--- config.mk ---
export PLATFORM = sky130hd
export DESIGN_NAME = urls_top
export DESIGN_NICKNAME = d
export VERILOG_FILES = /design/src/logic/urls_pkg.sv /design/src/logic/urls_sticky.sv /design/src/logic/urls_rfe_track.sv /design/src/logic/urls_top.sv
export VERILOG_INCLUDE_DIRS = /design/src /design/src/logic
export SDC_FILE = /design/constraint.sdc
export NUM_CORES = 1
export LEC_CHECK = 0
export BUFFER_PORTS_ARGS = -buffer_cell sky130_fd_sc_hd__buf_2
export CAP_MARGIN = 30
export CORE_MARGIN = 4
export CORE_UTILIZATION = 52
export DETAILED_ROUTE_END_ITERATION = 10
export PLACE_DENSITY_LB_ADDON = 0.25
export SLEW_MARGIN = 20
export SYNTH_ARGS = -nofsm -noshare
export SYNTH_HDL_FRONTEND = slang
export SYNTH_HIERARCHICAL = 1
export SYNTH_SLANG_ARGS = --single-unit
--- constraint.sdc ---
create_clock -name REF_CLK -period 5.7 [get_ports REF_CLK]
set_clock_uncertainty 0.1 [all_clocks]
set_input_delay 0.57 -clock REF_CLK [delete_from_list [all_inputs] [get_ports REF_CLK]]
set_output_delay 0.57 -clock REF_CLK [all_outputs]
set_load 0.02 [all_outputs]
--- src/logic/urls_params.svh ---
// Constants for the request-to-send and line status block
`ifndef URLS_PARAMS_SVH
`define URLS_PARAMS_SVH
// Register byte addresses
`define URLS_MCR_ADDR 32'h5000_1110
`define URLS_LSR_ADDR 32'h5000_1114
`define URLS_IER_ADDR 32'h5000_1120
`define URLS_FCR_ADDR 32'h5000_1124
`define URLS_IST_ADDR 32'h5000_1128
`define URLS_IMK_ADDR 32'h5000_112c
// Modem control fields
`define URLS_MCR_RTS 1
`define URLS_MCR_LB 4
`define URLS_MCR_AFCE 5
// FIFO control fields
`define URLS_FCR_FEN 0
`define URLS_FCR_TXT 4
`define URLS_FCR_RXT 6
// Interrupt enable fields
`define URLS_IER_ETX 1
`define URLS_IER_PTIME 7
// Interrupt status bits
`define URLS_IRQ_TXE 0
`define URLS_IRQ_RFE 1
// Writable bit masks
`define URLS_MCR_WMASK 16'h0012
`define URLS_AFCE_WMASK 16'h0020
`define URLS_FCR_WMASK 16'h00f1
`define URLS_IER_WMASK 16'h0082
`define URLS_IRQ_WMASK 16'h0003
// Reset values
`define URLS_REG_RST 16'h0000
`define URLS_TEMT_RST 1'b1
`define URLS_THRE_RST 1'b1
// Auto flow option present
`define URLS_AUTO_FLOW_OPTION 1'b1
// Transmit FIFO thresholds, in characters
`define URLS_TXT_0 5'h00
`define URLS_TXT_1 5'h02
`define URLS_TXT_2 5'h04
`define URLS_TXT_3 5'h08
// Receive FIFO triggers, in characters
`define URLS_RXT_0 5'h01
`define URLS_RXT_1 5'h04
`define URLS_RXT_2 5'h08
`define URLS_RXT_3 5'h0e
// Bus responses
`define URLS_RESP_OKAY 2'h0
`define URLS_RESP_SLVERR 2'h2
`endif

--- src/logic/urls_pkg.sv ---
// Types shared by the request-to-send and line status block
package urls_pkg;
	typedef logic [31:0] urls_addr_t;  // Bus address
	typedef logic [31:0] urls_data_t;  // Bus data
	typedef logic [15:0] urls_reg_t;   // One register
	typedef logic [4:0]  urls_level_t; // FIFO fill level
endpackage : urls_pkg

--- src/logic/urls_sticky.sv ---
// Sticky status bit where a set beats a same-cycle clear
`timescale 1ns/1ps
module urls_sticky
(
	// Clock and reset
	input  wire logic clk,
	input  wire logic reset,
	// Event and clear
	input  wire logic set,
	input  wire logic clr,
	// Held flag
	output logic      q
);
	// Set has priority so no event is lost
	always_ff @(posedge clk)
	begin
		if (reset)
			q <= 1'b0;
		else if (set)
			q <= 1'b1;
		else if (clr)
			q <= 1'b0;
	end
endmodule : urls_sticky

--- src/logic/urls_rfe_track.sv ---
// Receive FIFO error flag with a count of errored characters
`timescale 1ns/1ps
module urls_rfe_track
(
	// Clock and reset
	input  wire logic clk,
	input  wire logic reset,
	// FIFO activity
	input  wire logic fifo_en,
	input  wire logic push,
	input  wire logic push_err,
	input  wire logic pop,
	input  wire logic head_err,
	// Status read strobe
	input  wire logic status_read,
	// Error flag
	output logic      flag
);
	import urls_pkg::*;

	urls_level_t err_count; // Errored characters queued
	logic        inc;       // Errored character enters
	logic        dec;       // Errored character leaves
	logic        clr_ok;    // Read may clear the flag

	assign inc = fifo_en && push && push_err;
	assign dec = fifo_en && pop && head_err;
	assign clr_ok = (err_count == 5'h00) || (head_err && err_count == 5'h01); // RQ6

	// Count of errored characters in the FIFO
	always_ff @(posedge clk)
	begin
		if (reset || !fifo_en)
			err_count <= 5'h00;
		else if (inc && !dec)
			err_count <= err_count + 5'h01;
		else if (dec && !inc && err_count != 5'h00)
			err_count <= err_count - 5'h01;
	end

	// Flag sets on an errored entry, clears on a qualifying read or when FIFOs are disabled
	always_ff @(posedge clk)
	begin
		if (reset || !fifo_en)
			flag <= 1'b0;
		else if (inc)
			flag <= 1'b1; // RQ5
		else if (status_read && clr_ok)
			flag <= 1'b0; // RQ6
	end
endmodule : urls_rfe_track

--- src/logic/urls_top.sv ---
// Request-to-send control and upper line status with an AXI4-Lite slave
// Operation
// [RQ1] Control bit one drives request-to-send low
// [RQ2] Clearing control bit deasserts request-to-send
// [RQ3] Auto flow forces request-to-send high above threshold
// [RQ4] Loopback holds pin high, routes bit inside
// [RQ5] FIFO error flag set by errored characters
// [RQ6] Error flag clears only when last at head
// [RQ7] FIFO mode: empty when FIFO and shifter empty
// [RQ8] Non-FIFO mode: empty when holding and shifter empty
// [RQ9] Bit five shows holding or FIFO empty
// [RQ10] Holding empty sets on move into shifter
// [RQ11] Holding empty raises enabled interrupt
// [RQ12] Programmable mode shows FIFO full, threshold interrupts
// [RQ13] Auto flow acts only with FIFOs enabled
// [RQ14] Control bit four selects diagnostic loopback
// [RQ15] Reserved status and control bit zero read zero
`timescale 1ns/1ps
`include "urls_params.svh"
module urls_top
(
	// Clock and reset
	input  wire logic                 REF_CLK,
	input  wire logic                 RESET,
	// AXI4-Lite write address and data
	input  wire urls_pkg::urls_addr_t AWADDR,
	input  wire logic                 AWVALID,
	output logic                      AWREADY,
	input  wire urls_pkg::urls_data_t WDATA,
	input  wire logic [3:0]           WSTRB,
	input  wire logic                 WVALID,
	output logic                      WREADY,
	// AXI4-Lite write response
	output logic [1:0]                BRESP,
	output logic                      BVALID,
	input  wire logic                 BREADY,
	// AXI4-Lite read
	input  wire urls_pkg::urls_addr_t ARADDR,
	input  wire logic                 ARVALID,
	output logic                      ARREADY,
	output urls_pkg::urls_data_t      RDATA,
	output logic [1:0]                RRESP,
	output logic                      RVALID,
	input  wire logic                 RREADY,
	// Transmit path state
	input  wire logic                 TX_WRITE,
	input  wire logic                 TX_LOAD,
	input  wire logic                 TX_FIFO_EMPTY,
	input  wire logic                 TX_FIFO_FULL,
	input  wire urls_pkg::urls_level_t TX_FIFO_LEVEL,
	input  wire logic                 TX_SHIFT_EMPTY,
	// Receive path state
	input  wire logic                 RX_PUSH,
	input  wire logic                 RX_PUSH_ERR,
	input  wire logic                 RX_POP,
	input  wire logic                 RX_HEAD_ERR,
	input  wire urls_pkg::urls_level_t RX_FIFO_LEVEL,
	// Modem side and core controls
	output logic                      RTS_N,
	output logic                      LOOP_RTS,
	output logic                      LOOPBACK_ENABLE,
	output logic                      FIFO_ENABLE,
	output logic                      IRQ
);
	import urls_pkg::*;

	// ********************************
	// Registers and decoded fields
	// ********************************
	urls_reg_t   modem_control_register;          // Modem control
	urls_reg_t   fifo_control_register;          // FIFO control
	urls_reg_t   interrupt_enable_register;          // Interrupt enable
	urls_reg_t   irq_mask;     // Interrupt mask
	logic [1:0]  irq_status;   // Sticky events
	logic        thre_flag;    // Holding empty
	logic        temt_flag;    // Transmitter empty
	logic        rfe_flag;     // Receive FIFO error
	logic        rfe_q;        // Previous error flag
	logic        tx_at_thr_q;  // Previous threshold state
	urls_addr_t  aw_addr;      // Held write address
	urls_data_t  w_data;       // Held write data
	logic [3:0]  w_strb;       // Held write strobes
	logic        aw_held;      // Address captured
	logic        w_held;       // Data captured
	logic        do_write;     // Perform write now
	logic        lsr_read;     // Status read taken
	logic        auto_active;  // Auto flow in force
	logic        rx_above;     // Receive fill above trigger
	logic        tx_at_thr;    // Transmit fill at or below threshold
	logic        thre_set;     // Holding empty event
	logic        txe_event;    // Transmit-empty interrupt event
	logic        fen;          // FIFOs enabled
	logic        ptime;        // Programmable empty mode
	logic        next_rts_n;   // Pin value
	urls_reg_t   lsr_value;    // Status as read
	urls_reg_t   wmask;        // Byte lane mask
	urls_data_t  next_rdata;   // Read mux
	logic [1:0]  next_rresp;   // Read answer
	urls_level_t tx_thr;       // Selected transmit threshold
	urls_level_t rx_trig;      // Selected receive trigger

	assign fen = fifo_control_register[`URLS_FCR_FEN];
	assign ptime = interrupt_enable_register[`URLS_IER_PTIME];
	assign wmask = {{8{w_strb[1]}}, {8{w_strb[0]}}};
	assign do_write = aw_held && w_held && !BVALID;
	assign lsr_read = ARVALID && ARREADY && (ARADDR == `URLS_LSR_ADDR);

	// ********************************
	// AXI4-Lite write channel
	// ********************************
	// Address capture, released once the write is done
	always_ff @(posedge REF_CLK)
	begin
		if (RESET)
		begin
			AWREADY <= 1'b0;
			aw_held <= 1'b0;
			aw_addr <= 32'h0000_0000;
		end
		else if (AWVALID && AWREADY)
		begin
			AWREADY <= 1'b0;
			aw_held <= 1'b1;
			aw_addr <= AWADDR;
		end
		else if (do_write)
			aw_held <= 1'b0;
		else if (!aw_held && !BVALID)
			AWREADY <= 1'b1;
	end

	// Data capture, independent of the address
	always_ff @(posedge REF_CLK)
	begin
		if (RESET)
		begin
			WREADY <= 1'b0;
			w_held <= 1'b0;
			w_data <= 32'h0000_0000;
			w_strb <= 4'h0;
		end
		else if (WVALID && WREADY)
		begin
			WREADY <= 1'b0;
			w_held <= 1'b1;
			w_data <= WDATA;
			w_strb <= WSTRB;
		end
		else if (do_write)
			w_held <= 1'b0;
		else if (!w_held && !BVALID)
			WREADY <= 1'b1;
	end

	// Write response, error for unmapped addresses
	always_ff @(posedge REF_CLK)
	begin
		if (RESET)
		begin
			BVALID <= 1'b0;
			BRESP <= `URLS_RESP_OKAY;
		end
		else if (do_write)
		begin
			BVALID <= 1'b1;
			unique case (aw_addr)
				`URLS_MCR_ADDR, `URLS_LSR_ADDR, `URLS_IER_ADDR,
				`URLS_FCR_ADDR, `URLS_IST_ADDR, `URLS_IMK_ADDR:
					BRESP <= `URLS_RESP_OKAY;
				default:
					BRESP <= `URLS_RESP_SLVERR;
			endcase
		end
		else if (BREADY)
			BVALID <= 1'b0;
	end

	// ********************************
	// Software registers
	// ********************************
	// Control registers, writable bits only
	always_ff @(posedge REF_CLK)
	begin
		if (RESET)
		begin
			modem_control_register <= `URLS_REG_RST;
			fifo_control_register <= `URLS_REG_RST;
			interrupt_enable_register <= `URLS_REG_RST;
			irq_mask <= `URLS_REG_RST;
		end
		else if (do_write)
		begin
			// Only loopback, request-to-send and gated auto flow are held
			if (aw_addr == `URLS_MCR_ADDR) // RQ15
				modem_control_register <= (modem_control_register & ~(wmask & (`URLS_MCR_WMASK
					| (`URLS_AUTO_FLOW_OPTION ? `URLS_AFCE_WMASK : 16'h0000))))
					| (w_data[15:0] & wmask & (`URLS_MCR_WMASK
					| (`URLS_AUTO_FLOW_OPTION ? `URLS_AFCE_WMASK : 16'h0000)));
			if (aw_addr == `URLS_FCR_ADDR)
				fifo_control_register <= (fifo_control_register & ~(wmask & `URLS_FCR_WMASK))
					| (w_data[15:0] & wmask & `URLS_FCR_WMASK);
			if (aw_addr == `URLS_IER_ADDR)
				interrupt_enable_register <= (interrupt_enable_register & ~(wmask & `URLS_IER_WMASK))
					| (w_data[15:0] & wmask & `URLS_IER_WMASK);
			if (aw_addr == `URLS_IMK_ADDR)
				irq_mask <= (irq_mask & ~(wmask & `URLS_IRQ_WMASK))
					| (w_data[15:0] & wmask & `URLS_IRQ_WMASK);
		end
	end

	// ********************************
	// Request-to-send and loopback
	// ********************************
	// Receive trigger from the FIFO control field
	always_comb
	begin
		unique case (fifo_control_register[`URLS_FCR_RXT +: 2])
			2'h0: rx_trig = `URLS_RXT_0;
			2'h1: rx_trig = `URLS_RXT_1;
			2'h2: rx_trig = `URLS_RXT_2;
			2'h3: rx_trig = `URLS_RXT_3;
		endcase
	end

	assign rx_above = RX_FIFO_LEVEL > rx_trig;
	assign auto_active = modem_control_register[`URLS_MCR_AFCE] && fen; // RQ13

	// Pin is low only when asked for and not overridden
	always_comb
	begin
		if (modem_control_register[`URLS_MCR_LB])
			next_rts_n = 1'b1; // RQ4
		else if (!modem_control_register[`URLS_MCR_RTS])
			next_rts_n = 1'b1; // RQ2
		else if (auto_active && rx_above)
			next_rts_n = 1'b1; // RQ3
		else
			next_rts_n = 1'b0; // RQ1
	end

	// Modem side outputs
	always_ff @(posedge REF_CLK)
	begin
		if (RESET)
		begin
			RTS_N <= 1'b1;
			LOOP_RTS <= 1'b0;
			LOOPBACK_ENABLE <= 1'b0;
			FIFO_ENABLE <= 1'b0;
		end
		else
		begin
			RTS_N <= next_rts_n;
			LOOP_RTS <= modem_control_register[`URLS_MCR_LB] && modem_control_register[`URLS_MCR_RTS]; // RQ4
			LOOPBACK_ENABLE <= modem_control_register[`URLS_MCR_LB]; // RQ14
			FIFO_ENABLE <= fen;
		end
	end

	// ********************************
	// Transmit status
	// ********************************
	// Without FIFOs the FIFO empty input covers the single holding slot
	always_ff @(posedge REF_CLK)
	begin
		if (RESET)
			temt_flag <= `URLS_TEMT_RST;
		else
			temt_flag <= TX_FIFO_EMPTY && TX_SHIFT_EMPTY; // RQ7 RQ8
	end

	// A fresh write keeps the holding slot occupied
	assign thre_set = TX_LOAD && TX_FIFO_EMPTY && !TX_WRITE;

	// Holding empty tracks moves into the shifter and new writes
	always_ff @(posedge REF_CLK)
	begin
		if (RESET)
			thre_flag <= `URLS_THRE_RST;
		else if (TX_WRITE)
			thre_flag <= 1'b0;
		else if (thre_set)
			thre_flag <= 1'b1; // RQ10
	end

	// Transmit threshold from the FIFO control field
	always_comb
	begin
		unique case (fifo_control_register[`URLS_FCR_TXT +: 2])
			2'h0: tx_thr = `URLS_TXT_0;
			2'h1: tx_thr = `URLS_TXT_1;
			2'h2: tx_thr = `URLS_TXT_2;
			2'h3: tx_thr = `URLS_TXT_3;
		endcase
	end

	assign tx_at_thr = TX_FIFO_LEVEL <= tx_thr;

	// Edge memories for interrupt events
	always_ff @(posedge REF_CLK)
	begin
		if (RESET)
		begin
			tx_at_thr_q <= 1'b1;
			rfe_q <= 1'b0;
		end
		else
		begin
			tx_at_thr_q <= tx_at_thr;
			rfe_q <= rfe_flag;
		end
	end

	// Event source depends on programmable mode
	assign txe_event = interrupt_enable_register[`URLS_IER_ETX] && ((ptime && fen)
		? (tx_at_thr && !tx_at_thr_q) // RQ12
		: thre_set); // RQ11

	// ********************************
	// Receive error flag
	// ********************************
	urls_rfe_track u_rfe
	(
		.clk         (REF_CLK),
		.reset       (RESET),
		.fifo_en     (fen),
		.push        (RX_PUSH),
		.push_err    (RX_PUSH_ERR),
		.pop         (RX_POP),
		.head_err    (RX_HEAD_ERR),
		.status_read (lsr_read),
		.flag        (rfe_flag)
	);

	// ********************************
	// Interrupts
	// ********************************
	// Sticky events cleared by writing a one
	urls_sticky u_irq_txe
	(
		.clk   (REF_CLK),
		.reset (RESET),
		.set   (txe_event),
		.clr   (do_write && aw_addr == `URLS_IST_ADDR && w_strb[0]
			&& w_data[`URLS_IRQ_TXE]),
		.q     (irq_status[`URLS_IRQ_TXE])
	);

	urls_sticky u_irq_rfe
	(
		.clk   (REF_CLK),
		.reset (RESET),
		.set   (rfe_flag && !rfe_q),
		.clr   (do_write && aw_addr == `URLS_IST_ADDR && w_strb[0]
			&& w_data[`URLS_IRQ_RFE]),
		.q     (irq_status[`URLS_IRQ_RFE])
	);

	// Level output from unmasked status
	always_ff @(posedge REF_CLK)
	begin
		if (RESET)
			IRQ <= 1'b0;
		else
			IRQ <= |(irq_status & irq_mask[1:0]);
	end

	// ********************************
	// AXI4-Lite read channel
	// ********************************
	// Status view, reserved upper byte reads zero
	assign lsr_value = {8'h00, rfe_flag && fen, temt_flag, // RQ15 RQ5
		(ptime && fen) ? TX_FIFO_FULL : thre_flag, 5'h00}; // RQ12 RQ9

	// Read mux by address
	always_comb
	begin
		next_rresp = `URLS_RESP_OKAY;
		unique case (ARADDR)
			`URLS_MCR_ADDR: next_rdata = {16'h0000, modem_control_register};
			`URLS_LSR_ADDR: next_rdata = {16'h0000, lsr_value};
			`URLS_IER_ADDR: next_rdata = {16'h0000, interrupt_enable_register};
			`URLS_FCR_ADDR: next_rdata = {16'h0000, fifo_control_register};
			`URLS_IST_ADDR: next_rdata = {30'h0000_0000, irq_status};
			`URLS_IMK_ADDR: next_rdata = {16'h0000, irq_mask};
			default:
			begin
				next_rdata = 32'h0000_0000;
				next_rresp = `URLS_RESP_SLVERR;
			end
		endcase
	end

	// Address taken and answered on the next cycle
	always_ff @(posedge REF_CLK)
	begin
		if (RESET)
		begin
			ARREADY <= 1'b0;
			RVALID <= 1'b0;
			RDATA <= 32'h0000_0000;
			RRESP <= `URLS_RESP_OKAY;
		end
		else if (ARVALID && ARREADY)
		begin
			ARREADY <= 1'b0;
			RVALID <= 1'b1;
			RDATA <= next_rdata;
			RRESP <= next_rresp;
		end
		else if (RVALID && RREADY)
			RVALID <= 1'b0;
		else if (!RVALID)
			ARREADY <= 1'b1;
	end
endmodule : urls_top

**Word-level counts from Yosys, hierarchy flattened**

Index checks and enable logic that the tools add are counted.

- Bits in registers: 165
- Input port bits: 126
- Output and inout port bits: 46
- Word-level logic and storage cells: 167

- $add $sub $neg: 2
- Magnitude comparators: 2
- Equality and inequality tests: 19
- Muxes and demuxes: 25
- Bitwise operators: 18
- Reduce and logical (&&, ||, !) cells: 71

Operators with widths:

| operator | number |
|---|---|
| equality test 32 x 31 -> 1 bit, second input constant | 12 |
| case mux 16 bit (6 select lines) | 1 |
| bitwise AND 16 bit | 4 |
| case mux 5 bit (4 select lines) | 2 |
| logical AND 1 bit | 33 |
| NOT 8 -> 16 bit | 2 |
| bitwise OR 16 x 8 -> 16 bit | 2 |
| two-way mux 1 bit | 18 |
| nonzero test 2 bit | 9 |
| NOT 2 -> 16 bit | 1 |
| NOT 6 -> 16 bit | 1 |
| bitwise OR 16 x 2 -> 16 bit | 1 |
| bitwise OR 16 x 6 -> 16 bit | 1 |
| AND reduction 2 bit | 7 |
| OR reduction 6 bit | 2 |
| two-way mux 5 bit | 2 |
| logical NOT 1 bit | 9 |
| bitwise AND 8 bit | 1 |
| equality test 2 bit, second input constant | 4 |
| OR reduction 2 bit | 4 |
| adder 5 x 1 -> 5 bit, second input constant | 1 |
| equality test 5 x 1 -> 1 bit, second input constant | 1 |
| greater-than comparator 5 bit | 1 |
| less-or-equal comparator 5 bit | 1 |
| other kinds (10) | 17 |

**Longest topological paths before layout**

- Word-level depth: 7
- Depth in mapped cells: 9
- Mapped depth without buffers: 9

**By module**

The synthesis kept the hierarchy.

Modules (own cells, without submodules):

| module | instances | cells each | area an instance (sq um) | seq. area each (sq um) |
|---|---|---|---|---|
| urls_top | 1 | 430 | 3545.9 | 1501.4 |
| urls_rfe_track | 1 | 54 | 449.2 | 120.1 |
| urls_sticky | 2 | 4 | 38.8 | 20.0 |

**Worst setup path after synthesis**

Ideal clock, no wire load.

- Path kind: flip-flop to flip-flop
- Start: register BVALID
- End: register with a tool-made name
- Setup time: 0.123 ns
- Data arrival time: 1.679 ns
- Data required time: 5.477 ns
- Setup slack: 3.797 ns
- Cell stages (with the launch flop): 6
- Path buffers: 1
- Clock period less this slack: 1.903 ns
- Cell sequence: dfxtp_1 and3b_1 clkbuf_1 nand4_1 nor4_4 mux2_1

RTL lines:

| what | line | RTL |
|---|---|---|
| start, declared | urls_top.sv:35 | `output logic BVALID,` |
| start signal, assigned | urls_top.sv:160 | `BVALID <= 1'b0;` |
| start signal, assigned | urls_top.sv:165 | `BVALID <= 1'b1;` |
| start signal, assigned | urls_top.sv:175 | `BVALID <= 1'b0;` |

==> metrics.txt <==
status finished clean; largest net degree at the start of global routing approximately 80; most common cell after layout, fill and taps aside buf_2; Final min period 2.06 ns; pre-CTS WS approximately 3.4 ns; initial antenna violation count 0; Synth async-reset ratio 0%; chip width around 97 um; Final period util between 30 and 40%; vias in the first global route 3252; Die Area 9310 um2; Hold Path Sink thre_flag$_SDFFE_PP1P_; Critical Setup Path Class flip-flop to flip-flop; crit start category flip-flop; PwrDens 251 nW/um2; VDD IR max 0.193 mV; post-placement cell area 4600 um2; WL final 9120 um; synthesis-stage register bit count 83; worst-path cell chain nor4_1 -> nand2_1 -> nor4_4 -> mux2_1; number of cell rows 32; worst path arrival time 2.18 ns; final setup margin 3.64 ns; CTS resizes 0; Layout Cells excl Fill ~710; Final Hold Viols 0; beginning of the worst register-to-register path aw_addr[19]$_SDFFE_PP0P_; Relative slew margins 48.1%; cells on worst reg2reg path 4; unrepaired setup endpoints after global routing false; Max stage delay on crit path approximately 0.55 ns; R2R Setup Slk 3.64 ns; Worst-Margin Slew around 0.8 ns; dpl cells 689; Root Driver clkbuf_8; P&R area growth vs syn 19.0%; worst-path fanout max 6; Via Count 3633; GR Overflow Total 0; Post-Syn Area per Cell ~8.3 um2; crit path max-delay cell type nor4_4; Post-synth EDFFs 0; cells after synthesis 492; Hold Path Class primary input to flip-flop; Post-synth top flop dfxtp_1; dpl hpwl 7040 um; Post-CTS Setup Bufs 0; Overall Global Routing Usage between 15 and 20%; data required time of the worst path 5.82 ns; CTS clk-pin slew, worst paths roughly 0.08 ns; fmax approximately 490 MHz; max_cap viols 0; CTS tree yes; port buffer count 114; layout cells sized above 1 24.6%; vias per cell 5.14; Leak 0.00195 uW; top-level I/O count approximately 170; drt pass-1 iters 4; clk_lat worst skew 0.34 ns; global-route wire length before repair approximately 14000 um; DRT iter0 DRCs 117; setup TNS 0 ns; ANT cells 0; fin nets between 700 and 800; Placeable Area 7690 um2; Synth Cell Area 4070 um2; RD Place Congestion 0.863; Unique masters post-synth 60; htree depth 3; hold path cells 2; critical path endpoint category flip-flop; clock sinks 83; Detail Route Antenna Nets 0; post-synthesis sequential area ratio 40.8%; DR WL/cell approximately 13 um; number of setup violations in the final report 0; yosys warns 6; clk buf depth 2; CTS Buf Count 9; Hold-fix buffers, CTS 0; Design Area, Final 4850 um2; most frequent cells in the layout 114 x buf_2, 91 x nand2_1, 83 x dfxtp_1; HP Start TX_WRITE; Initial Util 53.0%; max-slew violations 0; die height between 90 and 100 um; Post-route DRC 0
worst max-delay path, delay by kind of cell, from the launching register on:
| kind | cells | cell delay, ns |
|---|---|---|
| flops | 1 | 0.32 |
| simple gates | 3 | 1.16 |
| mux | 1 | 0.36 |
area by class of cell:
cell class	instances	area, um2
Tap cell	102	128
Sequential cell	83	1660
Timing Repair Buffer	117	608
Fill cell	720	2840
Inverter	16	60.1
Clock buffer	12	145
Clock inverter	4	73.8
Multi-Input combinational cell	373	2170
layer usage:
layer	routed length, um	GRT usage [%]	share of wire [%]
met2	4350	33.2	48
met5	0	0	0
met1	3730	22.2	41
met4	143	6.78	1.6
met3	895	6.35	9.8
Yosys cell counts, drive strengths merged (2+ instances only):
cell / n / share of area (%)
and2: 6 / 0.92
a21boi: 2 / 0.37
nand3b: 4 / 0.74
a22oi: 2 / 0.37
o21a: 4 / 0.74
a21bo: 2 / 0.49
nor4b: 9 / 3.0
mux2i: 9 / 2.2
nand4b: 3 / 0.65
a211oi: 2 / 0.49
nor3: 14 / 1.7
or2: 3 / 0.46
o2111ai: 2 / 0.43
nor4: 8 / 2.3
inv: 16 / 1.5
dfxtp: 83 / 41
nand2b: 8 / 1.2
nand2: 91 / 8.4
a21oi: 58 / 7.3
and4b: 2 / 0.49
buf: 30 / 5.3
or3: 4 / 0.61
a22o: 2 / 0.43
nand4: 5 / 1.1
nor2b: 11 / 1.7
o21ai: 12 / 1.5
nand3: 18 / 2.2
and3: 3 / 0.46
a32oi: 3 / 0.65
ha: 10 / 3.1
mux2: 2 / 0.55
clkbuf: 17 / 1.6
nor2: 31 / 2.9
nor3b: 3 / 0.55
stage by stage:
step	utilization (%)	power, uW	hold WS, ns
2_1_floorplan	-	729	0.332
3_3_place_gp	59.8	764	0.340
3_5_place_dp	59.8	769	0.344
4_1_cts	62.7	1230	0.310
5_1_grt	63.1	1280	0.299
6_report	63.1	1220	0.317
where the power goes:
group | leakage (uW) | switching, uW | internal, uW | total, uW
registers | 0.000675 | 16.0 | 600 | 616
logic | 0.00116 | 86.4 | 56.5 | 143
clock network | 0.000111 | 201 | 259 | 460
total | 0.00195 | 303 | 916 | 1220
worst max-delay path by stage:
stage / from / endpoint / slack, ns
floorplan: BVALID$_SDFFE_PP0P_ / flip-flop / 3.80
global placement: ARADDR[5] / RDATA[5]$_SDFFE_PP0P_ / 3.44
detailed placement: ARADDR[5] / RDATA[5]$_SDFFE_PP0P_ / 3.44
CTS: aw_addr[19]$_SDFFE_PP0P_ / flip-flop / 3.60
global route: aw_addr[19]$_SDFFE_PP0P_ / u_irq_txe/q$_SDFFE_PP0P_ / 3.40
finish: aw_addr[19]$_SDFFE_PP0P_ / flip-flop / 3.64
logic make-up (layout without fill, tap and decap cells):
logic type	count (synthesis)	after routing	share of synthesized area (%)
other	1	28	0.0921
XOR/XNOR	1	1	0.215
flip-flops	83	83	40.8
AND/OR/NAND/NOR	226	226	30.1
adder cells (fa/ha/maj)	10	10	3.07
AO/OA/AOI/OAI	97	97	14.6
buffers and inverters	63	149	8.39
multiplexers	11	11	2.77
Note: power is estimated with default switching activity, not from simulation.
